## src/indexed_ext_regs.svh

```systemverilog
// Register map, field positions and command codes of the indexed
// extension-word decoder.
// Assumes byte addresses on an APB bus with 32-bit words.
`ifndef INDEXED_EXT_REGS_SVH
`define INDEXED_EXT_REGS_SVH

// Register byte offsets; REG_INDEX_BASE is the value of address bits 7:6 for the index registers
`define REG_EXT_WORD    8'h00
`define REG_BASE        8'h04
`define REG_BASE_DISP   8'h08
`define REG_OUTER_DISP  8'h0C
`define REG_COMMAND     8'h10
`define REG_STATUS      8'h14
`define REG_EA_RESULT   8'h18
`define REG_CAS_ADDR    8'h1C
`define REG_CAS_CMP     8'h20
`define REG_CAS_UPD     8'h24
`define REG_CAS_VALUE   8'h28
`define REG_INDEX_BASE  2'h1

// Command bits
`define CMD_EA_BIT      0
`define CMD_CAS_BIT     1
`define CMD_TRAP_FALSE_INSTR_BIT   2

// Status bits
`define ST_BUSY_BIT     0
`define ST_DONE_BIT     1
`define ST_RSVD_BIT     2
`define ST_NE_BIT       3
`define ST_TRAP_FALSE_INSTR_BIT    4

// Extension word fields
`define EXT_DA_BIT      15
`define EXT_REG_HI      14
`define EXT_REG_LO      12
`define EXT_WL_BIT      11
`define EXT_SCALE_HI    10
`define EXT_SCALE_LO    9
`define EXT_FULL_BIT    8
`define EXT_BS_BIT      7
`define EXT_IS_BIT      6
`define EXT_BD_HI       5
`define EXT_BD_LO       4
`define EXT_SEL_HI      2
`define EXT_SEL_LO      0

// Size codes shared by base and outer displacement
`define DISP_RSVD       2'h0
`define DISP_NULL       2'h1
`define DISP_WORD       2'h2
`define DISP_LONG       2'h3

`endif

```

## src/ext_decode_pkg.sv

```systemverilog
// Types of the indexed extension-word decoder.
// Assumes nothing beyond a SystemVerilog compiler.
package ext_decode_pkg;

   typedef enum logic [2:0] {
      ST_IDLE,
      ST_INDEX,
      ST_FETCH,
      ST_CAS_RD,
      ST_CAS_WR
   } ea_state_t;

endpackage

```

## src/index_regfile.sv

```systemverilog
// Sixteen 32-bit index registers: data registers 0-7, address 8-15.
// Assumes one write port and one registered read port on one clock.
`timescale 1ns/100ps
`default_nettype none
module index_regfile
   import ext_decode_pkg::*;
(
   input  wire logic        mclk_in,
   input  wire logic        reset_n_in,
   input  wire logic        wr_en_in,
   input  wire logic [3:0]  wr_addr_in,
   input  wire logic [31:0] wr_data_in,
   input  wire logic [3:0]  rd_addr_in,
   output logic      [31:0] rd_data_out
);

   logic [31:0] mem_r [0:15];

   // Array has no reset; software loads it before use
   always_ff @(posedge mclk_in) begin
      if (wr_en_in) begin
         mem_r[wr_addr_in] <= wr_data_in;
      end
   end

   // Registered read, one cycle after the address
   always_ff @(posedge mclk_in or negedge reset_n_in) begin
      if (!reset_n_in) begin
         rd_data_out <= 32'h0000_0000;
      end else begin
         rd_data_out <= mem_r[rd_addr_in];
      end
   end

endmodule
`default_nettype wire

```

## src/ext_word_fields.sv

```systemverilog
// Splits an extension word into its fields and flags reserved codes.
// Assumes a stable extension word; purely combinational.
`timescale 1ns/100ps
`default_nettype none
`include "indexed_ext_regs.svh"
module ext_word_fields
   import ext_decode_pkg::*;
(
   input  wire logic [15:0] ext_in,
   output logic      [3:0]  idx_num_out,
   output logic             idx_long_out,
   output logic      [1:0]  scale_out,
   output logic             full_fmt_out,
   output logic             base_suppress_flag_out,
   output logic             index_suppress_flag_out,
   output logic      [1:0]  base_disp_size_out,
   output logic      [2:0]  index_indirect_sel_out,
   output logic             indirect_out,
   output logic             post_index_out,
   output logic             reserved_out
);

   wire logic sel_hi;
   wire logic sel_lo_zero;

   // Index type bit joins the register number: 0-7 data, 8-15 address
   assign idx_num_out  = {ext_in[`EXT_DA_BIT],
                          ext_in[`EXT_REG_HI:`EXT_REG_LO]};
   assign idx_long_out = ext_in[`EXT_WL_BIT];
   assign scale_out    = ext_in[`EXT_SCALE_HI:`EXT_SCALE_LO];
   assign full_fmt_out = ext_in[`EXT_FULL_BIT];

   // Brief format carries none of the full-format controls except the base size field, which passes ungated
   assign base_suppress_flag_out  = full_fmt_out & ext_in[`EXT_BS_BIT];
   assign index_suppress_flag_out = full_fmt_out & ext_in[`EXT_IS_BIT];
   assign base_disp_size_out      = ext_in[`EXT_BD_HI:`EXT_BD_LO];
   assign index_indirect_sel_out  = full_fmt_out ?
                                    ext_in[`EXT_SEL_HI:`EXT_SEL_LO] : 3'h0;

   assign sel_hi      = index_indirect_sel_out[2];
   assign sel_lo_zero = (index_indirect_sel_out[1:0] == 2'h0);

   // Selection 000 means no memory indirection
   assign indirect_out   = (index_indirect_sel_out != 3'h0);
   // Indirect before indexing only with the index enabled
   assign post_index_out = sel_hi & ~index_suppress_flag_out;

   // Reserved: 100 with index, 1xx suppressed, base size 00
   assign reserved_out = full_fmt_out &
      ((sel_hi & (index_suppress_flag_out | sel_lo_zero)) |
       (base_disp_size_out == `DISP_RSVD));

endmodule
`default_nettype wire

```

## src/indexed_ext_word_decode.sv

```systemverilog
// Extension-word decoder and effective-address engine with an
// indivisible compare-and-swap sequencer and a trap-false no-op.
// Assumes an APB master for registers and a memory bus that holds
// other masters off while mem_lock_out is high.
//
// Decided for this implementation: the address map and the APB interface to the registers.
`timescale 1ns/100ps
`default_nettype none
`include "indexed_ext_regs.svh"

module indexed_ext_word_decode
   import ext_decode_pkg::*;
(
   input  wire logic        mclk_in,
   input  wire logic        reset_n_in,
   // APB slave
   input  wire logic        psel_in,
   input  wire logic        penable_in,
   input  wire logic        pwrite_in,
   input  wire logic [7:0]  paddr_in,
   input  wire logic [31:0] pwdata_in,
   output logic             pready_out,
   output logic      [31:0] prdata_out,
   output logic             pslverr_out,
   // Operand memory bus master
   output logic             mem_req_out,
   output logic             mem_we_out,
   output logic             mem_lock_out,
   output logic      [31:0] mem_addr_out,
   output logic      [31:0] mem_wdata_out,
   input  wire logic        mem_ack_in,
   input  wire logic [31:0] mem_rdata_in
);

   // Sign extension of a word, used for index and displacements
   function automatic logic [31:0] sext16(input logic [31:0] v);
      sext16 = {{16{v[15]}}, v[15:0]};
   endfunction

   // Picks the displacement value for a size code
   function automatic logic [31:0] disp_sel(input logic [1:0]  sz,
                                            input logic [31:0] v);
      case (sz)
         `DISP_WORD: disp_sel = sext16(v);
         `DISP_LONG: disp_sel = v;
         default:    disp_sel = 32'h0000_0000;
      endcase
   endfunction

   // Registers
   ea_state_t   state_r;
   ea_state_t   state_nxt;
   logic [15:0] ext_r;
   logic [31:0] base_r;
   logic [31:0] bd_r;
   logic [31:0] od_r;
   logic [31:0] ea_r;
   logic [31:0] ea_nxt;
   logic [31:0] cas_addr_r;
   logic [31:0] cas_cmp_r;
   logic [31:0] cas_upd_r;
   logic [31:0] cas_val_r;
   logic [31:0] mem_addr_r;
   logic [31:0] mem_addr_nxt;
   logic        done_r;
   logic        rsvd_r;
   logic        ne_r;
   logic        trap_false_instr_r;
   logic [31:0] prdata_r;
   logic        slverr_r;

   // Decoded fields
   wire logic [3:0]  idx_num;
   wire logic        idx_long;
   wire logic [1:0]  scale;
   wire logic        full_fmt;
   wire logic        base_suppress_flag;
   wire logic        index_suppress_flag;
   wire logic [1:0]  base_disp_size;
   wire logic [2:0]  index_indirect_sel;
   wire logic        indirect;
   wire logic        post_index;
   wire logic        reserved;
   wire logic [31:0] idx_raw;

   ext_word_fields u_fields (
      .ext_in                  (ext_r),
      .idx_num_out             (idx_num),
      .idx_long_out            (idx_long),
      .scale_out               (scale),
      .full_fmt_out            (full_fmt),
      .base_suppress_flag_out  (base_suppress_flag),
      .index_suppress_flag_out (index_suppress_flag),
      .base_disp_size_out      (base_disp_size),
      .index_indirect_sel_out  (index_indirect_sel),
      .indirect_out            (indirect),
      .post_index_out          (post_index),
      .reserved_out            (reserved)
   );

   // APB decode; zero wait states, so every access ends in one cycle
   wire logic       setup_ph = psel_in & ~penable_in;
   wire logic       wr_acc   = psel_in & penable_in & pwrite_in;
   wire logic       idx_hit  = (paddr_in[7:6] == `REG_INDEX_BASE);
   wire logic [7:0] pa       = {paddr_in[7:2], 2'h0};
   wire logic       mapped   = idx_hit | (pa <= `REG_CAS_VALUE);
   wire logic       wr_ok    = wr_acc & mapped;
   wire logic       wr_idx   = wr_acc & idx_hit;
   wire logic       busy     = (state_r != ST_IDLE);

   wire logic wr_cmd  = wr_ok & (pa == `REG_COMMAND);
   wire logic wr_stat = wr_ok & (pa == `REG_STATUS);
   // Operands other than the index registers stay frozen while the engine runs
   wire logic wr_oper = wr_ok & ~busy;

   // Commands while busy are dropped; lowest command bit wins
   wire logic go_ea    = wr_cmd & ~busy & pwdata_in[`CMD_EA_BIT];
   wire logic go_cas   = wr_cmd & ~busy & ~pwdata_in[`CMD_EA_BIT] &
                         pwdata_in[`CMD_CAS_BIT];
   wire logic go_trap_false_instr = wr_cmd & ~busy & ~pwdata_in[`CMD_EA_BIT] &
                         ~pwdata_in[`CMD_CAS_BIT] &
                         pwdata_in[`CMD_TRAP_FALSE_INSTR_BIT];

   index_regfile u_regs (
      .mclk_in     (mclk_in),
      .reset_n_in  (reset_n_in),
      .wr_en_in    (wr_idx),
      .wr_addr_in  (paddr_in[5:2]),
      .wr_data_in  (pwdata_in),
      .rd_addr_in  (idx_num),
      .rd_data_out (idx_raw)
   );

   // Address arithmetic
   wire logic [31:0] idx_val  = idx_long ? idx_raw : sext16(idx_raw);
   wire logic [31:0] idx_scl  = idx_val << scale;
   wire logic [31:0] idx_term = index_suppress_flag ?
                                32'h0000_0000 : idx_scl;
   wire logic [31:0] base_term = base_suppress_flag ?
                                 32'h0000_0000 : base_r;
   // Brief format: sign-extended 8-bit displacement in the low byte
   wire logic [31:0] bd_term = full_fmt ?
                               disp_sel(base_disp_size, bd_r) :
                               {{24{ext_r[7]}}, ext_r[7:0]};
   wire logic [31:0] od_term = disp_sel(index_indirect_sel[1:0], od_r);
   wire logic [31:0] base_bd = base_term + bd_term;
   // Indexing ahead of the fetch unless indirection comes first
   wire logic [31:0] pre_addr = post_index ? base_bd :
                                base_bd + idx_term;
   wire logic [31:0] fetch_ea = mem_rdata_in + od_term +
                                (post_index ? idx_term :
                                 32'h0000_0000);
   wire logic        cas_eq   = (mem_rdata_in == cas_cmp_r);

   // Sequencer
   always_comb begin
      state_nxt    = state_r;
      ea_nxt       = ea_r;
      mem_addr_nxt = mem_addr_r;
      case (state_r)
         ST_IDLE: begin
            if (go_ea) begin
               state_nxt = ST_INDEX;
            end else if (go_cas) begin
               state_nxt    = ST_CAS_RD;
               mem_addr_nxt = cas_addr_r;
            end
         end
         ST_INDEX: begin
            // Index register read lands here, one cycle after the start
            if (reserved) begin
               state_nxt = ST_IDLE;
            end else if (indirect) begin
               state_nxt    = ST_FETCH;
               mem_addr_nxt = pre_addr;
            end else begin
               state_nxt = ST_IDLE;
               ea_nxt    = pre_addr;
            end
         end
         ST_FETCH: begin
            if (mem_ack_in) begin
               state_nxt = ST_IDLE;
               ea_nxt    = fetch_ea;
            end
         end
         ST_CAS_RD: begin
            if (mem_ack_in) begin
               state_nxt = cas_eq ? ST_CAS_WR : ST_IDLE;
            end
         end
         ST_CAS_WR: begin
            if (mem_ack_in) begin
               state_nxt = ST_IDLE;
            end
         end
         default: state_nxt = ST_IDLE;
      endcase
   end

   // Completion events
   wire logic ev_rsvd  = (state_r == ST_INDEX) & reserved;
   wire logic ev_ea    = ((state_r == ST_INDEX) & ~indirect) | ev_rsvd |
                         ((state_r == ST_FETCH) & mem_ack_in);
   wire logic ev_ne    = (state_r == ST_CAS_RD) & mem_ack_in & ~cas_eq;
   wire logic ev_cas   = ev_ne | ((state_r == ST_CAS_WR) & mem_ack_in);
   wire logic ev_done  = ev_ea | ev_cas | go_trap_false_instr;
   // Write-one-to-clear; a same-cycle event keeps the flag set
   wire logic clr_done  = wr_stat & pwdata_in[`ST_DONE_BIT];
   wire logic clr_rsvd  = wr_stat & pwdata_in[`ST_RSVD_BIT];
   wire logic clr_trap_false_instr = wr_stat & pwdata_in[`ST_TRAP_FALSE_INSTR_BIT];

   always_ff @(posedge mclk_in or negedge reset_n_in) begin
      if (!reset_n_in) begin
         state_r    <= ST_IDLE;
         ea_r       <= 32'h0000_0000;
         mem_addr_r <= 32'h0000_0000;
      end else begin
         state_r    <= state_nxt;
         ea_r       <= ea_nxt;
         mem_addr_r <= mem_addr_nxt;
      end
   end

   // Status flags
   always_ff @(posedge mclk_in or negedge reset_n_in) begin
      if (!reset_n_in) begin
         done_r  <= 1'b0;
         rsvd_r  <= 1'b0;
         ne_r    <= 1'b0;
         trap_false_instr_r <= 1'b0;
      end else begin
         done_r  <= ev_done | (done_r & ~clr_done);
         rsvd_r  <= ev_rsvd | (rsvd_r & ~clr_rsvd);
         ne_r    <= ev_ne | (ne_r & ~go_cas);
         trap_false_instr_r <= go_trap_false_instr | (trap_false_instr_r & ~clr_trap_false_instr);
      end
   end

   // Value read by the swap, kept for the retry loop
   always_ff @(posedge mclk_in or negedge reset_n_in) begin
      if (!reset_n_in) begin
         cas_val_r <= 32'h0000_0000;
      end else if ((state_r == ST_CAS_RD) & mem_ack_in) begin
         cas_val_r <= mem_rdata_in;
      end
   end

   // Software-written operands
   always_ff @(posedge mclk_in or negedge reset_n_in) begin
      if (!reset_n_in) begin
         ext_r      <= 16'h0000;
         base_r     <= 32'h0000_0000;
         bd_r       <= 32'h0000_0000;
         od_r       <= 32'h0000_0000;
         cas_addr_r <= 32'h0000_0000;
         cas_cmp_r  <= 32'h0000_0000;
         cas_upd_r  <= 32'h0000_0000;
      end else if (wr_oper) begin
         case (pa)
            `REG_EXT_WORD:   ext_r      <= pwdata_in[15:0];
            `REG_BASE:       base_r     <= pwdata_in;
            `REG_BASE_DISP:  bd_r       <= pwdata_in;
            `REG_OUTER_DISP: od_r       <= pwdata_in;
            `REG_CAS_ADDR:   cas_addr_r <= pwdata_in;
            `REG_CAS_CMP:    cas_cmp_r  <= pwdata_in;
            `REG_CAS_UPD:    cas_upd_r  <= pwdata_in;
            default:         ext_r      <= ext_r;
         endcase
      end
   end

   // Read mux; index registers are write-only and read as zero
   logic [31:0] rd_mux;
   always_comb begin
      case (pa)
         `REG_EXT_WORD:   rd_mux = {16'h0000, ext_r};
         `REG_BASE:       rd_mux = base_r;
         `REG_BASE_DISP:  rd_mux = bd_r;
         `REG_OUTER_DISP: rd_mux = od_r;
         `REG_STATUS:     rd_mux = {27'h0000000, trap_false_instr_r, ne_r, rsvd_r,
                                    done_r, busy};
         `REG_EA_RESULT:  rd_mux = ea_r;
         `REG_CAS_ADDR:   rd_mux = cas_addr_r;
         `REG_CAS_CMP:    rd_mux = cas_cmp_r;
         `REG_CAS_UPD:    rd_mux = cas_upd_r;
         `REG_CAS_VALUE:  rd_mux = cas_val_r;
         default:         rd_mux = 32'h0000_0000;
      endcase
   end

   // Read data and error are caught in the setup cycle
   always_ff @(posedge mclk_in or negedge reset_n_in) begin
      if (!reset_n_in) begin
         prdata_r <= 32'h0000_0000;
         slverr_r <= 1'b0;
      end else if (setup_ph) begin
         prdata_r <= (pwrite_in | idx_hit) ? 32'h0000_0000 : rd_mux;
         slverr_r <= ~mapped;
      end
   end

   assign pready_out  = 1'b1;
   assign prdata_out  = prdata_r;
   assign pslverr_out = slverr_r;

   // Lock spans read and write so no interrupt or master splits them
   assign mem_req_out   = (state_r == ST_FETCH) | (state_r == ST_CAS_RD) |
                          (state_r == ST_CAS_WR);
   assign mem_lock_out  = (state_r == ST_CAS_RD) |
                          (state_r == ST_CAS_WR);
   assign mem_we_out    = (state_r == ST_CAS_WR);
   assign mem_addr_out  = mem_addr_r;
   assign mem_wdata_out = cas_upd_r;

endmodule
`default_nettype wire

```

## config.mk

```make
export PLATFORM = sky130hd
export DESIGN_NAME = indexed_ext_word_decode
export DESIGN_NICKNAME = d
export VERILOG_FILES = /design/src/ext_decode_pkg.sv /design/src/index_regfile.sv /design/src/ext_word_fields.sv /design/src/indexed_ext_word_decode.sv
export VERILOG_INCLUDE_DIRS = /design/src
export SDC_FILE = /design/constraint.sdc
export NUM_CORES = 1
export LEC_CHECK = 0
export BUFFER_PORTS_ARGS = -buffer_cell sky130_fd_sc_hd__buf_2
export CORE_MARGIN = 3
export CORE_UTILIZATION = 50
export DETAILED_ROUTE_END_ITERATION = 8
export PLACE_DENSITY = 0.71
export SETUP_SLACK_MARGIN = 0.05
export SLEW_MARGIN = 20
export SYNTH_ARGS = -nofsm -noshare
export SYNTH_HDL_FRONTEND = slang
export SYNTH_HIERARCHICAL = 1
export SYNTH_SLANG_ARGS = --single-unit
```

## constraint.sdc

```tcl
create_clock -name mclk_in -period 5.5 [get_ports mclk_in]
set_input_delay 0.275 -clock mclk_in [delete_from_list [all_inputs] [get_ports mclk_in]]
set_output_delay 0.275 -clock mclk_in [all_outputs]
set_load 0.005 [all_outputs]
```

* Yosys cells after proc, flatten, opt, wreduce, memory -nomap -nowiden
Memories as Yosys holds them, arrays and structs flattened. A register that Yosys moved wholly into a read port is not among the register bits.
Index checks and enable logic that the tools add are counted.
** Storage, ports and cells
- Memories kept :: 1
- Memory bits (writable) :: 512
- Register bits after elaboration :: 344
- Word-level logic and storage cells :: 163
** Cells by class
- Equality and inequality tests :: 29
- Add/sub/neg operators :: 4
- Reduce and logical (&&, ||, !) cells :: 20
- Order comparisons :: 1
- Bitwise logic cells :: 60
- Shift-type cells :: 1
- Mux-type cells :: 30
** Memory list
- u_regs.mem_r :: words 16, width 32, read ports 1, clocked after memory_dff 1, wr ports 1, RTL line index_regfile.sv:17 : logic [31:0] mem_r [0:15];
** Operators by type and width (number)
- $mux W32 :: 14
- $pmux W32 S10 :: 1
- $pmux W32 S2 :: 4
- $add A32 B32 Y32 :: 4
- $and A1 B1 Y1 :: 32
- $eq A32 B32 Y1 :: 1
- $shl A32 B2 Y32 :: 1
- $eq A6 B3 Y1 const B :: 4
- $eq A6 B4 Y1 const B :: 3
- $mux W3 :: 6
- $or A1 B1 Y1 :: 16
- $ne A2 B2 Y1 const B :: 7
- $reduce_and A2 Y1 :: 7
- $eq A6 B2 Y1 const B :: 2
- $not A1 Y1 :: 12
- $pmux W3 S4 :: 1
- $eq A2 B2 Y1 const B :: 4
- $le A8 B6 Y1 const B :: 1
- $logic_not A8 Y1 :: 1
- $eq A3 B2 Y1 const B :: 2
- $eq A6 B1 Y1 const B :: 1
- $reduce_bool A3 Y1 :: 2
- $reduce_and A5 Y1 :: 1
- $logic_not A2 Y1 :: 2
- 13 further kinds :: 16

* Logic depth before layout (Yosys ltp)
Gate-level depths: netlist of run 1.
- Depth in word-level cells :: 12
- Depth in mapped cells :: 25

* Hierarchy
The synthesis of run 1 kept the hierarchy.
** By module, submodules not included
- indexed_ext_word_decode :: area an instance 23382.4 µm², seq. area each 8608.3 µm², cells an instance 2471, times used 1
- index_regfile :: area an instance 19995.4 µm², seq. area each 16175.5 µm², cells an instance 838, times used 1
- ext_word_fields :: area an instance 145.1 µm², seq. area each 0.0 µm², cells an instance 20, times used 1

* Worst setup path before layout of run 1
No wires, ideal clock.
- Path kind :: flip-flop to flip-flop
- Start :: reg ext_r[8]
- End :: reg mem_addr_r[30] (netlist: mem_addr_out[30])
- Data arrival time :: 5.264 ns
- Slack :: 0.116 ns
- Required time :: 5.381 ns
- Cell stages (with the launch flop) :: 23
- Period minus slack after synthesis :: 5.384 ns
- Library setup time :: 0.119 ns
- Cells stage by stage :: dfrtp_1 > buf_4 > and2_1 > clkbuf_1 > a22o_1 > ha_1 > fa_1 > a211oi_1 > o21ai_0 > a41oi_1 > o21bai_1 > a21o_1 > a21oi_1 > xnor2_1 > ha_1 > nand2_1 > o21ai_0 > or3_1 > o21ba_2 > a41oi_1 > a2111oi_1 > or3b_1 > o21ba_2
** Between the ends
- Cells in the longest elaborated chain, start to end :: 8
** RTL lines
- start, declared :: RTL line indexed_ext_word_decode.sv:53 : logic [15:0] ext_r;
- start signal, assigned :: RTL line indexed_ext_word_decode.sv:261 : `REG_EXT_WORD: ext_r <= pwdata_in[15:0];
- start signal, assigned :: RTL line indexed_ext_word_decode.sv:268 : default: ext_r <= ext_r;
- $and A1 B1 Y1 / $mux W3 (equally long branches) :: RTL line ext_word_fields.sv:34, ext_word_fields.sv:37
- $mux W32 / $logic_not A2 Y1 (equally long branches) :: RTL line indexed_ext_word_decode.sv:139, ext_word_fields.sv:41
- $add A32 B32 Y32 / $or A1 B1 Y1 (equally long branches) :: RTL line indexed_ext_word_decode.sv:146, ext_word_fields.sv:50
- $add A32 B32 Y32 / $and A1 B1 Y1 (equally long branches) :: RTL line indexed_ext_word_decode.sv:149, ext_word_fields.sv:50
- $mux W32 / $or A1 B1 Y1 (equally long branches) :: RTL line indexed_ext_word_decode.sv:148, ext_word_fields.sv:50
- $mux W32 / $and A1 B1 Y1 (equally long branches) :: RTL line indexed_ext_word_decode.sv:173, ext_word_fields.sv:49
- $mux W32 / $ne A2 B2 Y1 (equally long branches)
- $pmux W32 S2 / $reduce_and A5 Y1 (equally long branches)
- end signal, assigned :: RTL line indexed_ext_word_decode.sv:221 : mem_addr_r <= mem_addr_nxt;
- end, declared :: RTL line indexed_ext_word_decode.sv:63 : logic [31:0] mem_addr_r;
Parallel ways exist; a longest one is shown, timed or not. The select of a mux whose other input is x is not followed.
A chain may end at the register's enable or synchronous reset.

* Worst setup path in the final report of run 1
- Start :: reg ext_r[2]
- End :: reg ea_r[29]
** RTL lines
- $mux W3 (*) :: RTL line ext_word_fields.sv:37 : assign index_indirect_sel_out = full_fmt_out ?
- via index_indirect_sel[2] :: RTL line indexed_ext_word_decode.sv:80 : wire logic [2:0] index_indirect_sel;
- $and A1 B1 Y1 (*) :: RTL line ext_word_fields.sv:46 : assign post_index_out = sel_hi & ~index_suppress_flag_out;
- via post_index :: RTL line indexed_ext_word_decode.sv:82 : wire logic post_index;
- $mux W32, on equally long branches :: RTL line indexed_ext_word_decode.sv:151, indexed_ext_word_decode.sv:148
- $add A32 B32 Y32 / $mux W32 (equally long branches) :: RTL line indexed_ext_word_decode.sv:150, indexed_ext_word_decode.sv:173
- $mux W32, on equally long branches :: RTL line indexed_ext_word_decode.sv:182, indexed_ext_word_decode.sv:171
- $pmux W32 S2 (*) :: RTL line indexed_ext_word_decode.sv:160 : case (state_r)
- end signal, assigned :: RTL line indexed_ext_word_decode.sv:220 : ea_r <= ea_nxt;
- end, declared :: RTL line indexed_ext_word_decode.sv:57 : logic [31:0] ea_r;
Mark *: on every way through the listed nets, which the timed path passes. The rest lies on a longest branch. The select of a mux whose other input is x is not followed.

==> results.toml, run 1 <==
[outcome]
outcome = "complete, no violations"

[clock_tree]
clockRootBuffer = "clkbuf_16"
cts-buffers-inserted = 93
clock_path_buffers = 3
clk_pin_slew_worst_paths_ps = 60
h-tree-depth = 3
cts_tree = "yes"
clock_sinks = 888
worstSkewPairLatency_ps = 660

[timing]
hold_viol = 0
setup_violations = 0
skew_ps = 35.8
setup_ws_ps = 182
grt_setup_unrepaired = "yes"
tightest_slew_ps = 1240
slew_headroom_pct = 17.1
slew_violations = 0
post-route-min-period_ps = 5320
fin_crit_sh_pct = 96.7
timing.fmax_mhz = 188

[yosys]
yosys_warnings = 6
synthCells = 3329
synthTopCellsByArea = "edfxtp_1 35%, dfrtp_1 22%, mux4_2 7.0%"
syn_area_mm2 = 0.0435
ys_seq_area_share_pct = 56.9
synth.distinct_cells = 82
synth_edf_count = 512
synth_ff_type = "edfxtp_1"
yosysTopAreaCell = "edfxtp_1"
syn-num-nets = 3536
syn_area_per_cell_um2 = 13.1
synthArstFlopShare_pct = 42.3
synth_top_area_share_pct = 35.3
synth.ff_latch_count = 888

[critical_path]
cp-start-kind = "register"
worstSetupStartpoint = "ext_r[2]"
cp_max_fo = 13
cp_data_arrival_time_ps = 5870
worstReg2RegStart = "ext_r[2]"
worst-setup-path-type = "register to register"
cp.required_ps = 6060
cp-end-kind = "register"

[final_layout]
final_util_pct = 58.5
nNetsFinal = 3779
layout_commonest_cell = "edfxtp_1"
n_fill_cell = 6887
drive_gt1_share_pct = 25.2
stdcell_area_mm2 = 0.0501
area_growth_pct = 15.1
layout_common_cells = "512 x edfxtp_1, 373 x dfrtp_1, 318 x nand2_1, 224 x mux2_2, 173 x buf_2"

[detailed_routing]
vias = 30127
route.antenna.remaining_nets = 0
via_per_inst = 6.28
drt_first_pass_iters = 6
drc_errors = 0
first_iter_violations = 3642
wire_per_inst_um = 27.9
wl_um = 134000

[pwr]
comb_power_share_pct = 7.4
p_int_mw = 11.3
powerDensity_mw_per_mm2 = 296
vdd_drop_max_mv = 0.218
clkPwrFrac_pct = 43.9
p_sw_share_pct = 23.6
switching_power_mw = 3.50
seq_power_share_pct = 48.7
p_leak_nw = 20.7

[global_routing]
globalRouteOverflowTotal = 0
grt_max_degree = 153
grt_usage_pct = 29.5
grt_pass1_vias = 29381
grt_pass1_wl_um = 197000
antenna_found_initial = 6

[placed_design]
gp_congestion = 0.992
place.detailed.hpwl_um = 92000
dp_slack_ps = 166
port_buffers = 175
dpl_cell_area_mm2 = 0.0463

[hold_path]
hp-start = "paddr_in[7]"
hold_path_class = "input pin to register"

[floorplan]
dieArea_mm2 = 0.0906
start_util_pct = 50.8
io_pins = 179
rows = 107
die_w_um = 301
die_y_um = 301
core_mm2 = 0.0857

[flow_run]
drv_cap = 0
[per-stage QoR]
| step | std cells | TNS [ps] | hold WS, ps | total power, mW |
|---|---|---|---|---|
| after floorplan | 3329 | 0 | -20.6 | 7.88 |
| after global placement | 4582 | 0 | 358 | 8.38 |
| after detailed placement | 4582 | 0 | 362 | 8.39 |
| after CTS | 4789 | 0 | 25.5 | 14.9 |
| after global routing | 4795 | -14.4 | 93.3 | 15.3 |
| final | 4798 | 0 | 38.0 | 14.8 |
[cell usage after synthesis, types with 24 or more instances]
| master | instances |
|---|---|
| a211oi_1 | 31 |
| a21o_1 | 91 |
| a21oi_1 | 167 |
| a221oi_1 | 24 |
| a22oi_1 | 103 |
| a31oi_1 | 28 |
| and2_1 | 46 |
| buf_1 | 39 |
| clkbuf_1 | 131 |
| dfrtp_1 | 376 |
| edfxtp_1 | 512 |
| fa_1 | 34 |
| ha_1 | 95 |
| inv_1 | 34 |
| mux2_2 | 224 |
| mux2i_1 | 69 |
| mux4_2 | 136 |
| nand2_1 | 318 |
| nand2b_1 | 25 |
| nand3_1 | 34 |
| nor2_1 | 177 |
| nor2b_1 | 60 |
| nor3_1 | 37 |
| o21ai_0 | 154 |
| xnor2_1 | 49 |
| xor2_1 | 58 |
[final cells by class]
cell class	count	area, um2	area share [%]
tap	1144	1430	2.86
timing repair buffer	352	2440	4.88
multi-input combinational	2203	18100	36.1
clock buffer	116	2530	5.06
clock inverter	58	658	1.31
inverter	34	128	0.255
antenna	3	7.51	0.0150
sequential	888	24800	49.5
[worst paths after layout]
path,cells after the start,slack [ps],endpoint
worst max-delay path,17,180,ea_r[29]
worst min-delay path,3,40,pslverr_out
worst max register to register,17,180,ea_r[29]
worst min register to register,1,470,prdata_out[15]
max in group asynchronous,3,3710,ext_r[13]
min in group asynchronous,2,210,cas_addr_r[22]
[flip-flops by register name, indices dropped and copies added, names as in the netlist]
| name | count |
|---|---|
| ea_r | 32 |
| cas_cmp_r | 32 |
| u_regs/rd_data_out | 32 |
| mem_addr_out | 32 |
| mem_wdata_out | 32 |
| cas_val_r | 32 |
| pslverr_out | 1 |
| base_r | 32 |
| ext_r | 16 |
| state_r | 3 |
| trap_false_instr_r | 1 |
| u_regs/mem_r | 512 |
| prdata_out | 32 |
| rsvd_r | 1 |
| cas_addr_r | 32 |
| done_r | 1 |
| od_r | 32 |
| bd_r | 32 |
| ne_r | 1 |
[worst max-delay path: stages, from the launching register on]
cell and delay [ps]:
dfrtp_1 490, and2_1 200, nor2b_4 450, inv_1 240, buf_4 270, nor3_1 270
fa_1 460, ha_1 400, nand3_1 130, nor2_1 280, buf_4 180, o2111ai_1 280
and4_1 360, o31a_1 320, o21ai_1 160, nor4_1 70, o31a_1 340, o41ai_2 310
[repair_timing]
action | 4_1_cts | 5_1_grt
hold endpoints to repair | 127 | 0
endpoints found under the setup margin | 0 | 17
setup buffers | 0 | 2
hold buffers | 33 | 0
gates resized for setup | 0 | 32
[power by group through the flow]
stage	combinational, mW	clock, mW	sequential [mW]
global route	1.17	6.86	7.22
floorplan	0.560	0	7.32
global placement	1.03	0	7.35
CTS	1.06	6.58	7.22
detailed placement	1.04	0	7.35
finish	1.09	6.51	7.22
[per-layer routing]
metal,vias up,track usage (%),routed length [um],part of all wire (%)
met1,15233,42.1,55600,42
met4,4,11.2,5690,4.3
met3,271,6.80,13100,9.8
met5,-,0,27,0.020
li1,13106,-,-,-
met2,1513,44.1,59300,44
[cells by family after synthesis]
logic type,share of synthesized area (%)
simple gates,8.33
fa+ha+maj,4.29
mux,14.4
flops,56.9
xor+xnor,2.20
buf+inv,2.27
compound gates,11.5
other cells,0.00862
Note: power is estimated with default switching activity, not from simulation.
==> run 2: changes to the inputs <==
--- a/config.mk
+++ b/config.mk
@@ -8,9 +8,9 @@
 export LEC_CHECK = 0
 export BUFFER_PORTS_ARGS = -buffer_cell sky130_fd_sc_hd__buf_2
 export CORE_MARGIN = 3
-export CORE_UTILIZATION = 50
+export CORE_UTILIZATION = 40
 export DETAILED_ROUTE_END_ITERATION = 8
-export PLACE_DENSITY = 0.71
+export PLACE_DENSITY_LB_ADDON = 0.05
 export SETUP_SLACK_MARGIN = 0.05
 export SLEW_MARGIN = 20
 export SYNTH_ARGS = -nofsm -noshare
==> results.toml, run 2 (synthesis results as in run 1) <==
[final_layout]
stdcell_area_mm2 = 0.0512
top_register = "u_regs/mem_r"
layout_common_cells = "512 x edfxtp_1, 372 x dfrtp_1, 318 x nand2_1, 224 x mux2_2, 212 x buf_4"
nNetsFinal = 3864
drive_gt1_share_pct = 26.3
layout_commonest_cell = "edfxtp_1"
final_util_pct = 47.6
area_growth_pct = 17.6
fin_cells = 5151
largest_reg_flops = 512

[hold_path]
hold_end = "u_regs/mem_r[10][6]"
hp-start = "pwdata_in[6]"
hold_path_class = "input pin to register"
holdPathStages = 1

[clock_tree]
clk_pin_slew_worst_paths_ps = 60
cts-buffers-inserted = 99
h-tree-depth = 3
worstSkewPairLatency_ps = 700
clock_sinks = 888
clockRootBuffer = "clkbuf_16"
clock_path_buffers = 3
cts_tree = "yes"

[timing]
tightest_slew_ps = 1120
slew_headroom_pct = 25.2
hold_viol = 0
timing.fmax_mhz = 191
slew_violations = 0
post-route-min-period_ps = 5230
fin_crit_sh_pct = 95.2
skew_ps = 34.9
setup_violations = 0
grt_setup_unrepaired = "yes"

[detailed_routing]
drc_errors = 0
route.antenna.remaining_nets = 0
wire_per_inst_um = 29.3
via_per_inst = 5.86
wl_um = 151000
drt_first_pass_iters = 6
vias = 30189
first_iter_violations = 2881

[critical_path]
cp.required_ps = 6040
cp_data_arrival_time_ps = 5780
r2r_cells = 22
crit_top_cell = "ha_1"
r2r-end = "ea_r[23]"
cp-end-kind = "register"
worst-setup-path-type = "register to register"
crit_family = "compound AO/OA/AOI/OAI gates"
path_cells = "and2_1, a22o_1, ha_1, fa_1, a211oi_2, o21ai_1, a41oi_2, o21bai_1, a21o_1, a21oi_1, xnor2_1, ha_1, nor3_1, o2bb2ai_2, nand2b_4, a21oi_2, o2111a_1, o41a_1, or3_1, a31oi_1, buf_4, o221ai_1"
cpMaxStageDelayCell = "fa_1"
worstSetupStartpoint = "ext_r[8]"
cp-start-kind = "register"
cpPeakStageDelay_ps = 480
worstReg2RegStart = "ext_r[8]"
cp_num_buf_inv = 1
cp_max_fo = 6
rrSetupSlack_ps = 270

[floorplan]
io_pins = 179
start_util_pct = 40.5
core_mm2 = 0.108
dieArea_mm2 = 0.113
die_y_um = 336
rows = 120
die_w_um = 336

[pwr]
vdd_drop_max_mv = 0.247
powerDensity_mw_per_mm2 = 298
p_leak_nw = 21.1

[global_routing]
globalRouteOverflowTotal = 0
use_met2_pct = 41.8
grt_usage_pct = 26.8
use_met1_pct = 37.6
grt_pass1_wl_um = 218000
top_usage_layer = "met2"
gr-usage-met3_pct = 5.42
grt_max_degree = 150
grt_pass1_vias = 30756
antenna_found_initial = 16

[placed_design]
place.detailed.hpwl_um = 106000
gp_congestion = 0.925
dpl_cell_area_mm2 = 0.0472
port_buffers = 175
dp.cells = 4914

[outcome]
outcome = "complete, no violations"

[flow_run]
drv_cap = 0
## run 2: worst max-delay path by stage
stage,endpoint,slack [ps],cells after the start
floorplan,mem_addr_out[30],120,22
global placement,ea_r[31],-1,23
detailed placement,ea_r[31],-20,23
CTS,ea_r[23],70,20
global route,ea_r[31],-10,25
finish,ea_r[23],270,22
## run 2: metal layers
metal	up-vias	part of all wire, %	routed length, um
met5	-	0.0046	7
met4	2	3.3	4920
met3	212	7.0	10500
met2	1000	46	68900
met1	15700	44	66700
li1	13275	-	-
## run 2: where the power goes
group / internal (mW) / switching, mW
sequential: 7.15 / 0.0807
clock: 4.01 / 2.85
combinational: 0.428 / 0.747
## run 2: stage by stage
step	hold WS [ps]	worst slack (ps)	power (mW)	TNS, ps
after global placement	414	-1.08	8.47	-1.08
after global routing	57.2	-14.3	15.8	-14.3
after floorplan	-20.6	116	7.88	0
after detailed placement	438	-24.0	8.48	-24.0
final	64.4	266	15.3	0
after CTS	18.4	66.8	15.4	0
## run 2: final cells by class
type	count	area [um2]
clock inverters	48	576
diodes	7	17.5
fillers	9569	56300
flip-flops and latches	888	24800
inverters	34	128
clock buffers	137	2810
repair buffers	431	2980
well taps	1403	1760
multi-input cells	2203	18100
## run 2: timing repair
item / 4_1_cts / 5_1_grt
gates resized for setup: 6 / 36
setup buffers: 0 / 6
pin swaps: 0 / 11
hold buffers: 39 / 0
hold endpoints to repair: 151 / 0
endpoints found under the setup margin: 1 / 18
